### config.mk
export PLATFORM = sky130hd
export DESIGN_NAME = scg_guard
export DESIGN_NICKNAME = d
export VERILOG_FILES = /design/src/rtl/scg_pkg.sv /design/src/rtl/scg_guard.sv
export SDC_FILE = /design/constraint.sdc
export NUM_CORES = 1
export LEC_CHECK = 0
export BUFFER_PORTS_ARGS = -buffer_cell sky130_fd_sc_hd__buf_2
export CAP_MARGIN = 20
export CORE_MARGIN = 1.5
export CORE_UTILIZATION = 46
export DETAILED_ROUTE_END_ITERATION = 16
export MAX_ROUTING_LAYER = met4
export PLACE_DENSITY_LB_ADDON = 0.3
export RECOVER_POWER = 100
export SLEW_MARGIN = 20
export SYNTH_ARGS = -nofsm -noshare
export SYNTH_HDL_FRONTEND = slang
export SYNTH_SLANG_ARGS = --single-unit
### constraint.sdc
create_clock -name clk_sys -period 2.5 [get_ports clk_sys]
set_clock_uncertainty 0.15 [all_clocks]
set_input_delay 0.125 -clock clk_sys [delete_from_list [all_inputs] [get_ports clk_sys]]
set_output_delay 0.125 -clock clk_sys [all_outputs]
set_load 0.01 [all_outputs]
### src/rtl/scg_pkg.sv
// Package of constants and types for the clock source guard
package scg_pkg;
   // Status bit positions
   localparam int unsigned LOCK_LOSS_BIT = 8;
   localparam int unsigned STATUS_W = 16;
   // Source numbering
   localparam int unsigned NUM_SRC = 8;
   localparam int unsigned OSC_SRC = 0;
   localparam int unsigned PLL_SRC = 1;
   // Restart times, in microseconds
   localparam int unsigned OSC_START_US = 2000;
   localparam int unsigned PLL_LOCK_US = 1000;
   localparam int unsigned CLK_MHZ = 25;
   localparam int unsigned OSC_START_CYC = OSC_START_US * CLK_MHZ;
   localparam int unsigned PLL_LOCK_CYC = PLL_LOCK_US * CLK_MHZ;
   localparam int unsigned CNT_W = 20;
   // Reset values
   localparam logic [7:0] SRC_EN_RST = 8'h03;
   localparam logic [2:0] DOM_SEL_RST = 3'h0;
   // PLL restart states
   typedef enum logic [1:0] {
      SCG_PLL_OFF = 2'b00,
      SCG_OSC_WAIT = 2'b01,
      SCG_PLL_WAIT = 2'b11,
      SCG_PLL_OK = 2'b10
   } scg_pll_state_t;
endpackage

### src/rtl/scg_guard.sv
// Clock source guard with PLL slip response
//
// Operation
// - Disable request for a source in use, oscillator under PLL included, is ignored.
// - Loss of oscillator feeding the PLL is handled exactly as a slip.
// - A slip sets the lock-loss flag, bit 8 of global status.
// - A slip moves source 1 off the PLL if enabled; PLL blocked.
// - A slip raises an error-collector event when reporting is enabled.
// - A slip issues device reset when reset-on-slip control bit is set.
// - PLL clock never reaches domains while the lock-loss flag is set.
// - After oscillator restart, no PLL clock until oscillator then PLL stabilise.
`timescale 1ns/1ps
module scg_guard #(
   parameter int unsigned OSC_CYC = scg_pkg::OSC_START_CYC,
   parameter int unsigned PLL_CYC = scg_pkg::PLL_LOCK_CYC
) (
   // Clock and reset
   input wire logic clk_sys,
   input wire logic rst,
   // Source enable requests
   input wire logic src_dis_req,
   input wire logic src_en_req,
   input wire logic [2:0] src_idx,
   // Domain source selects, one per domain
   input wire logic dom_sel_we,
   input wire logic [2:0] dom_sel_d0,
   input wire logic [2:0] dom_sel_d1,
   // Slip detection
   input wire logic pll_slip,
   input wire logic osc_lost,
   // Controls
   input wire logic slip_switch_en,
   input wire logic slip_err_en,
   input wire logic slip_reset_en,
   input wire logic flag_clr_we,
   input wire logic [15:0] flag_clr_data,
   // Outputs
   output logic [7:0] src_en,
   output logic [2:0] dom_sel0,
   output logic [2:0] dom_sel1,
   output logic pll_gate,
   output logic [15:0] global_clock_status_reg,
   output logic err_event,
   output logic dev_reset
);
   logic [7:0] en_q, en_d;
   logic [2:0] s0_q, s0_d, s1_q, s1_d;
   logic flag_q, flag_d, err_q, err_d, rstout_q, rstout_d, gate_q, gate_d;
   scg_pkg::scg_pll_state_t st_q, st_d;
   logic [scg_pkg::CNT_W-1:0] cnt_q, cnt_d;
   logic [7:0] in_use;
   logic slip;

   always_comb begin
      in_use = 8'h00;
      in_use[s0_q] = 1'b1;
      in_use[s1_q] = 1'b1;
      // Oscillator counts as used whenever the PLL is enabled
      if (en_q[scg_pkg::PLL_SRC]) begin
         in_use[scg_pkg::OSC_SRC] = 1'b1;
      end
   end

   assign slip = pll_slip | (osc_lost & en_q[scg_pkg::PLL_SRC]);

   always_comb begin
      en_d = en_q;
      s0_d = s0_q;
      s1_d = s1_q;
      flag_d = flag_q;
      err_d = 1'b0;
      rstout_d = 1'b0;
      st_d = st_q;
      cnt_d = cnt_q;
      if (src_en_req) begin
         en_d[src_idx] = 1'b1;
      end else if (src_dis_req && !in_use[src_idx]) begin
         en_d[src_idx] = 1'b0;
      end
      if (dom_sel_we) begin
         s0_d = dom_sel_d0;
         s1_d = dom_sel_d1;
      end
      if (flag_clr_we && flag_clr_data[scg_pkg::LOCK_LOSS_BIT]) begin
         flag_d = 1'b0;
      end
      if (slip) begin
         flag_d = 1'b1;
         err_d = slip_err_en;
         rstout_d = slip_reset_en;
         if (slip_switch_en && s1_d == 3'(scg_pkg::PLL_SRC)) begin
            s1_d = 3'(scg_pkg::OSC_SRC);
         end
         st_d = scg_pkg::SCG_PLL_OFF;
      end else begin
         unique case (st_q)
            scg_pkg::SCG_PLL_OFF: begin
               if (en_q[scg_pkg::PLL_SRC] && en_q[scg_pkg::OSC_SRC]) begin
                  st_d = scg_pkg::SCG_OSC_WAIT;
                  cnt_d = scg_pkg::CNT_W'(OSC_CYC - 1);
               end
            end
            scg_pkg::SCG_OSC_WAIT: begin
               if (cnt_q == '0) begin
                  st_d = scg_pkg::SCG_PLL_WAIT;
                  cnt_d = scg_pkg::CNT_W'(PLL_CYC - 1);
               end else begin
                  cnt_d = cnt_q - 1'b1;
               end
            end
            scg_pkg::SCG_PLL_WAIT: begin
               if (cnt_q == '0) begin
                  st_d = scg_pkg::SCG_PLL_OK;
               end else begin
                  cnt_d = cnt_q - 1'b1;
               end
            end
            scg_pkg::SCG_PLL_OK: begin
               if (!en_q[scg_pkg::PLL_SRC] || !en_q[scg_pkg::OSC_SRC]) begin
                  st_d = scg_pkg::SCG_PLL_OFF;
               end
            end
         endcase
         if (!en_d[scg_pkg::PLL_SRC] || !en_d[scg_pkg::OSC_SRC]) begin
            st_d = scg_pkg::SCG_PLL_OFF;
         end
      end
      // Gate follows next-state flag and lock state; a slip closes it on the same edge that sets the flag
      gate_d = (st_d == scg_pkg::SCG_PLL_OK) && !flag_d;
   end

   always_ff @(posedge clk_sys) begin
      if (rst) begin
         en_q <= scg_pkg::SRC_EN_RST;
         s0_q <= scg_pkg::DOM_SEL_RST;
         s1_q <= scg_pkg::DOM_SEL_RST;
         flag_q <= 1'b0;
         err_q <= 1'b0;
         rstout_q <= 1'b0;
         gate_q <= 1'b0;
         st_q <= scg_pkg::SCG_PLL_OFF;
         cnt_q <= '0;
      end else begin
         en_q <= en_d;
         s0_q <= s0_d;
         s1_q <= s1_d;
         flag_q <= flag_d;
         err_q <= err_d;
         rstout_q <= rstout_d;
         gate_q <= gate_d;
         st_q <= st_d;
         cnt_q <= cnt_d;
      end
   end

   assign src_en = en_q;
   assign dom_sel0 = s0_q;
   assign dom_sel1 = s1_q;
   assign pll_gate = gate_q;
   assign err_event = err_q;
   assign dev_reset = rstout_q;
   always_comb begin
      global_clock_status_reg = 16'h0000;
      global_clock_status_reg[scg_pkg::LOCK_LOSS_BIT] = flag_q;
   end

   // Checks
   property p_no_osc_off_with_pll;
      @(posedge clk_sys) disable iff (rst)
      $past(en_q[scg_pkg::PLL_SRC]) && en_q[scg_pkg::PLL_SRC] |-> en_q[scg_pkg::OSC_SRC];
   endproperty
   a_no_osc_off_with_pll: assert property (p_no_osc_off_with_pll)
      else $error("oscillator disabled under PLL");
   property p_used_kept;
      @(posedge clk_sys) disable iff (rst)
      src_dis_req && !src_en_req && in_use[src_idx] |=>
         en_q[$past(src_idx)] == $past(en_q[src_idx]);
   endproperty
   a_used_kept: assert property (p_used_kept)
      else $error("used source disabled");
   property p_osc_loss_slip;
      @(posedge clk_sys) disable iff (rst)
      osc_lost && en_q[scg_pkg::PLL_SRC] |=> flag_q && !pll_gate;
   endproperty
   a_osc_loss_slip: assert property (p_osc_loss_slip)
      else $error("osc loss not treated as slip");
   property p_flag_set;
      @(posedge clk_sys) disable iff (rst)
      slip |=> global_clock_status_reg[scg_pkg::LOCK_LOSS_BIT];
   endproperty
   a_flag_set: assert property (p_flag_set)
      else $error("lock-loss flag not set");
   property p_switch;
      @(posedge clk_sys) disable iff (rst)
      // Switch also overrides a same-cycle select write of the PLL
      slip && slip_switch_en |=> dom_sel1 != 3'(scg_pkg::PLL_SRC);
   endproperty
   a_switch: assert property (p_switch)
      else $error("source 1 left on PLL");
   property p_err;
      @(posedge clk_sys) disable iff (rst)
      slip |=> err_event == $past(slip_err_en);
   endproperty
   a_err: assert property (p_err)
      else $error("error event wrong");
   property p_reset;
      @(posedge clk_sys) disable iff (rst)
      slip |=> dev_reset == $past(slip_reset_en);
   endproperty
   a_reset: assert property (p_reset)
      else $error("reset on slip wrong");
   property p_gate_flag;
      @(posedge clk_sys) disable iff (rst)
      flag_q |-> !pll_gate;
   endproperty
   a_gate_flag: assert property (p_gate_flag)
      else $error("PLL passed with flag set");
   property p_gate_lock;
      @(posedge clk_sys) disable iff (rst)
      pll_gate |-> st_q == scg_pkg::SCG_PLL_OK;
   endproperty
   a_gate_lock: assert property (p_gate_lock)
      else $error("PLL passed before stable");
   property p_clear_one;
      @(posedge clk_sys) disable iff (rst)
      flag_q && !slip && !(flag_clr_we && flag_clr_data[scg_pkg::LOCK_LOSS_BIT]) |=> flag_q;
   endproperty
   a_clear_one: assert property (p_clear_one)
      else $error("flag cleared without write of one");
   c_slip: cover property (@(posedge clk_sys) disable iff (rst) slip ##1 flag_q);
   c_gate: cover property (@(posedge clk_sys) disable iff (rst) $rose(pll_gate));
   c_reset: cover property (@(posedge clk_sys) disable iff (rst) dev_reset);
   c_ignored: cover property (@(posedge clk_sys) disable iff (rst)
      src_dis_req && in_use[src_idx]);
endmodule

After elaboration in Yosys (flattened, before gate mapping)

Cells that the tools add are included.

Logic and storage cells: 80
Register bits: 40
Input bits: 36

Bitwise operators: 7
Equality and inequality tests: 7
Reduce and logical (&&, ||, !) cells: 22
Muxes and demuxes: 27
Magnitude comparators: 6
Add/subtract/negate cells: 1

Operator list:

| kind                  | count |
|---|---|
| $mux 20               | 3 |
| $pmux 20 s3           | 1 |
| $logic_not 20->1      | 1 |
| $sub 20x1->20 const B | 1 |
| $mux 8                | 2 |
| $or 8x8->8            | 2 |
| $lt 3x4->1 const B    | 3 |
| $mux 2                | 6 |
| $demux 1 s3           | 3 |
| $ge 3x1->1 const B    | 3 |
| $mux 3                | 3 |
| $and 8x8->8           | 1 |
| $logic_and 1x1->1     | 8 |
| $not 8->8             | 1 |
| $pmux 2 s4            | 1 |
| $mux 1                | 7 |
| $eq 2x2->1 const B    | 3 |
| $logic_not 1->1       | 6 |
| $ne 2x2->1 const B    | 2 |
| $reduce_and 4->1      | 1 |
| $bmux 1 s3            | 1 |
| $eq 3x1->1 const B    | 1 |
| $reduce_bool 3->1     | 1 |
| $eq 2x1->1 const B    | 1 |
| other kinds (7)       | 8 |

Depth between registers and ports, before layout

Depth after elaboration: 18
Mapped depth: 9

Worst setup path before layout

No wires, ideal clock.

Path kind: register to register
Start: reg cnt_q[8] (netlist name)
End: reg cnt_q[10] (netlist name)
Period minus slack after synthesis: 2.327 ns
Data required time: 2.217 ns
Setup time: 0.133 ns
Path buffers: 1
Arrival time: 2.044 ns
Cell stages (with the launch flop): 7
Slack: 0.173 ns
Path through: dfxtp_1 -> or4_1 -> buf_2 -> nor4_4 -> a31oi_1 -> o31ai_2 -> nor2_1

Word-level cells in the longest chain between the ends: 3

RTL lines:

| item                                                     | line             | text |
|---|---|---|
| start: declaration                                       | scg_guard.sv:50  | `logic [scg_pkg::CNT_W-1:0] cnt_q, cnt_d;` |
| start signal: assignment                                 | scg_guard.sv:152 | `cnt_q <= cnt_d;` |
| $sub 20x1->20 / $logic_not 20->1 (equally long branches) | --               |  |
| $mux 20, or another cell as far along                    | scg_guard.sv:112 | `if (cnt_q == '0) begin` |
| $pmux 20 s3 / $reduce_and 4->1 (equally long branches)   | --               |  |

Several ways; a longest one is shown, not always the timed one. The select of a mux whose other input is x is not followed.
A chain may end at the register's enable or synchronous reset.

Worst setup path in the final report

Start: reg cnt_q[14] (netlist name)
End: reg cnt_q[4] (netlist name)

Word-level cells in the longest chain between the ends: 3

RTL lines:

| item                                                   | line |
|---|---|
| $logic_not 20->1 (*)                                   | scg_guard.sv:104, scg_guard.sv:112 |
| $mux 20 / $ne 2x2->1 (equally long branches)           | -- |
| $pmux 20 s3 / $reduce_and 4->1 (equally long branches) | -- |

Every way passes the cells marked *; elsewhere a longest branch is shown, timed or not.

==> results.md <==
Synthesis:
- The count of distinct cell types in the synthesized netlist is 49.
- The total of flip-flops plus latches after synthesis is 40.
- For this run, the leading register cell type out of synthesis is sky130_fd_sc_hd__dfxtp_1.
- In this run, synthesis inferred 0 flip-flops with an integrated enable.
- The share of the Yosys chip area taken by registers is 0.3563.
- The total of warnings raised by yosys is 0.
- The synthesized area is 2247 um^2.
- Synthesis produced a netlist whose cell count is 276.
- The share of flip-flops with an asynchronous set or reset after synthesis is 0.
- A synthesized cell averages 8.142 um^2.

Critical path:
- The critical path starts at cnt_q[14]$_SDFFE_PP0P_.
- The most critical setup path has its endpoint at cnt_q[4]$_SDFFE_PP0P_.
- The kind of start point of the critical path is a flip-flop.
- The capturing point of the worst reg2reg path is cnt_q[4]$_SDFFE_PP0P_.
- The launch instance of the worst register-to-register path is cnt_q[14]$_SDFFE_PP0P_.
- At the worst endpoint, the required time is 2.53 ns.
- STA puts the critical path data arrival time at 2.38 ns.
- The number of cell instances on the worst register-to-register path is 7.
- The critical path is of the reg2reg type.
- In this run the worst path has a maximum fanout of 7.
- The minimum setup slack among reg-to-reg paths is 0.15 ns.
- The type of destination of the critical path is a flip-flop.

Placement:
- The placed wire-length estimate after detailed placement is 3.774 mm.
- The total placed cells including tap cells is 382.
- The weighted congestion reported at the end of routability-driven placement is 0.7945.
- Port buffering added 38 buffers.

Run status:
- The run finished with clean final reports.

STA:
- The final-layout setup total negative slack is 0 ns.
- The max-slew headroom at the worst pin is 0.6210.
- For this run, the top clock speed supported by timing is 425.9 MHz.
- Setup repair after global routing left no endpoint under its margin.
- Dividing the final minimum period by the clock period gives 0.9393.
- The number of hold violations in the final report is 0.
- The measured slew at the worst slew-check pin is 0.5685 ns.
- The shortest clock period the worst path allows after layout is 2.348 ns.
- Setup violations remaining at the end of the flow were counted as 0.
- The max-slew violation total from the final report is 0.

Detailed routing:
- The final routed wire length divided by cell count is 13.47 um.
- The DRC violation total after the first TritonRoute iteration is 96.
- The mean number of vias per cell is 5.573.
- The number of DRC violations after detailed routing is 0.
- The first-pass detailed-route iteration total is 4.
- The total number of vias is 2229.
- Summed over all layers, the routed wires come to 5.388 mm.
- Once detail routing completed, the nets flagged for antenna violations numbered 0.

Cells and area:
- The count of antenna diodes in the layout is 0.
- The layout overhead on the synthesized area is 19.77%.
- Of the cells placed in the final design, the portion with a size suffix greater than 1 is 0.1592.
- Fill cells in the final layout number 455.
- Once layout is complete, the cells apart from fillers number 400.
- At the end of the flow, the number of nets in the layout was 369.
- For this run, the share of the core covered by cells in the final layout is 0.5698.

Min path:
- The worst hold-check path type is in2reg.

Pwr:
- Of the total power, the share spent switching nets is 0.3252.
- The total power per unit cell area is 571.2 nW/um^2.
- The part of the total power dissipated in combinational logic is 0.263.
- The maximum resistive drop on vdd is 0.3146 mV.
- The clock power share is 0.278.
- The portion of total power attributed to sequential cells is 0.459.
- Summed over all cells, the static leakage comes to 1.045 nW.
- The overall power is 0.001537 W.
- The cell internal power dissipation is 0.001037 W.
- The switching power is 0.0005000 W.

Floorplanning:
- The floorplan has 25 rows.
- The die extent in x is 72.90 um.
- In this run the vertical extent of the chip is 72.90 um.
- The core area is 4723 um^2.
- The boundary pin count is 69.
- The initial cell density of the core is 0.4758.
- The die covers 5314 um^2.

Clock tree:
- The post-CTS setup buffer count is 0.
- The clock insertion delay at the later pin of the skew report is 0.30 ns.
- After clock tree synthesis, the clock-pin slew on the worst setup and hold paths is 0.08 ns.
- The number of H-tree levels is 2.
- The TritonCTS clock tree is done.
- The buffer cell driving the clock tree root is sky130_fd_sc_hd__clkbuf_8.
- The number of clock sinks is 40.
- The total clock buffers created by CTS is 5.
- The deepest clock path buffer count is 2.

Global routing:
- After global routing the overflow that remains totals 0.
- The initial antenna violation count is 0.
- The pin count of the biggest net entering global routing is 27.
- The overall routing resource usage is 0.2262.
- The number of global-route vias before repair is 2006.
- The first global-routing pass estimated 9.177 mm of wire.

Flow run:
- The count of maximum capacitance violations is 0.
worst max-delay path: stages (launching register included):
cell                       delay [ns]
sky130_fd_sc_hd__dfxtp_1         0.32
sky130_fd_sc_hd__or4_4           0.58
sky130_fd_sc_hd__nor4_4          0.32
sky130_fd_sc_hd__clkbuf_1        0.22
sky130_fd_sc_hd__a31oi_1         0.15
sky130_fd_sc_hd__o31ai_2         0.18
sky130_fd_sc_hd__clkbuf_2        0.23
sky130_fd_sc_hd__a21oi_1         0.06
flip-flops by register name, summed over array words and instances (netlist names):
| name | cells |
|---|---|
| cnt_q | 20 |
| dev_reset | 1 |
| dom_sel0 | 3 |
| dom_sel1 | 3 |
| err_event | 1 |
| flag_q | 1 |
| pll_gate | 1 |
| src_en | 8 |
| st_q | 2 |
cell families (layout without fill, tap and decap cells):
logic type / after synthesis / count (layout) / synth area share
xor+xnor: 5 / 5 / 0.01949
simple gates: 104 / 104 / 0.2600
compound gates: 79 / 79 / 0.2311
buf+inv: 39 / 82 / 0.09409
other cells: 1 / 15 / 0.001669
flops: 40 / 40 / 0.3563
mux: 7 / 7 / 0.03174
fa+ha+maj: 1 / 1 / 0.005567
final cells by class:
| class | count | area (um^2) | area share |
|---|---|---|---|
| Multi-Input combinational cell | 211 | 1306 | 0.4854 |
| Sequential cell | 40 | 802.0 | 0.2980 |
| Inverter | 9 | 33.78 | 0.01255 |
| Timing Repair Buffer | 65 | 377.9 | 0.1404 |
| Clock buffer | 5 | 68.82 | 0.02557 |
| Tap cell | 67 | 83.83 | 0.03115 |
| Clock inverter | 3 | 18.77 | 0.006974 |
power by group through the flow:
stage / sequential (W) / combinational (W) / clock, W
2_1_floorplan: 0.000722 / 0.000275 / 0
3_3_place_gp: 0.000717 / 0.000391 / 0
3_5_place_dp: 0.000718 / 0.000399 / 0
4_1_cts: 0.000703 / 0.000412 / 0.000445
5_1_grt: 0.000711 / 0.000453 / 0.000469
6_report: 0.000705 / 0.000404 / 0.000428
synth_stat cells, types with 6 or more instances:
master                      n  share of area
sky130_fd_sc_hd__a211oi_1   6          0.020
sky130_fd_sc_hd__a21oi_1   18          0.040
sky130_fd_sc_hd__a31oi_1   13          0.036
sky130_fd_sc_hd__buf_4     17          0.057
sky130_fd_sc_hd__clkbuf_1  12          0.020
sky130_fd_sc_hd__dfxtp_1   40           0.36
sky130_fd_sc_hd__inv_1      9          0.015
sky130_fd_sc_hd__mux2i_1    6          0.027
sky130_fd_sc_hd__nand2_1   14          0.023
sky130_fd_sc_hd__nor2_1    24          0.040
sky130_fd_sc_hd__nor3_1    14          0.031
sky130_fd_sc_hd__o21ai_0   16          0.036
sky130_fd_sc_hd__or4_1      8          0.027
through the flow:
stage	setup WS, ns	hold WS, ns	area (um^2)
floorplan	0.1733	0.1224	2300
global placement	0.08966	0.2080	2524
detailed placement	0.08458	0.2164	2524
CTS	0.04445	0.001152	2711
global route	0.02588	0.03223	2691
finish	0.1519	0.006410	2691
layout by cell type, fill, tap and decap left out, types with 3 or more instances in the layout:
master,netlist,layout
sky130_fd_sc_hd__nor3_1,14,14
sky130_fd_sc_hd__a311oi_1,3,3
sky130_fd_sc_hd__a31oi_1,13,13
sky130_fd_sc_hd__or2_2,3,3
sky130_fd_sc_hd__buf_4,17,12
sky130_fd_sc_hd__or4_1,8,7
sky130_fd_sc_hd__o21ai_0,16,16
sky130_fd_sc_hd__nor2b_1,5,5
sky130_fd_sc_hd__a21oi_1,18,18
sky130_fd_sc_hd__mux2i_1,6,6
sky130_fd_sc_hd__dfxtp_1,40,39
sky130_fd_sc_hd__or3_1,3,3
sky130_fd_sc_hd__conb_1,1,15
sky130_fd_sc_hd__buf_2,1,20
sky130_fd_sc_hd__nor2_1,24,24
sky130_fd_sc_hd__o31ai_1,5,5
sky130_fd_sc_hd__xnor2_1,5,5
sky130_fd_sc_hd__clkbuf_1,12,22
sky130_fd_sc_hd__nor3b_1,3,3
sky130_fd_sc_hd__nand4_1,5,5
sky130_fd_sc_hd__nand2_1,14,14
sky130_fd_sc_hd__inv_1,9,9
sky130_fd_sc_hd__clkbuf_8,0,5
sky130_fd_sc_hd__a21o_1,3,3
sky130_fd_sc_hd__and3_1,4,4
sky130_fd_sc_hd__nand2b_1,4,4
sky130_fd_sc_hd__dlygate4sd3_1,0,10
sky130_fd_sc_hd__a211oi_1,6,6
sky130_fd_sc_hd__nor4_1,4,4
metal layers:
metal / GRT usage / vias up / share of wire
met1: 0.2726 / 1046 / 0.45
met5: - / - / 0
met4: 0.07128 / 0 / 0.016
met3: 0.04420 / 8 / 0.043
li1: - / 1111 / -
met2: 0.3802 / 64 / 0.49
worst min-delay path by stage:
stage                        from                       end  slack, ns  cells after the start
floorplan           dom_sel_d0[0]  dom_sel0[0]$_SDFFE_PP0P_       0.12                      2
detailed placement    slip_err_en      err_event$_SDFF_PP0_       0.22                      2
CTS                   flag_clr_we         flag_q$_SDFF_PP0_      0.001                      4
global placement    slip_reset_en      dev_reset$_SDFF_PP0_       0.21                      2
global route          flag_clr_we         flag_q$_SDFF_PP0_       0.03                      4
finish                flag_clr_we         flag_q$_SDFF_PP0_      0.006                      4
what timing repair did:
item	in CTS	in global routing
endpoints found under the hold margin	9	0
gates resized for setup	0	4
setup endpoints to repair	0	9
hold buffers	10	0
Note: power is estimated with default switching activity, not from simulation.
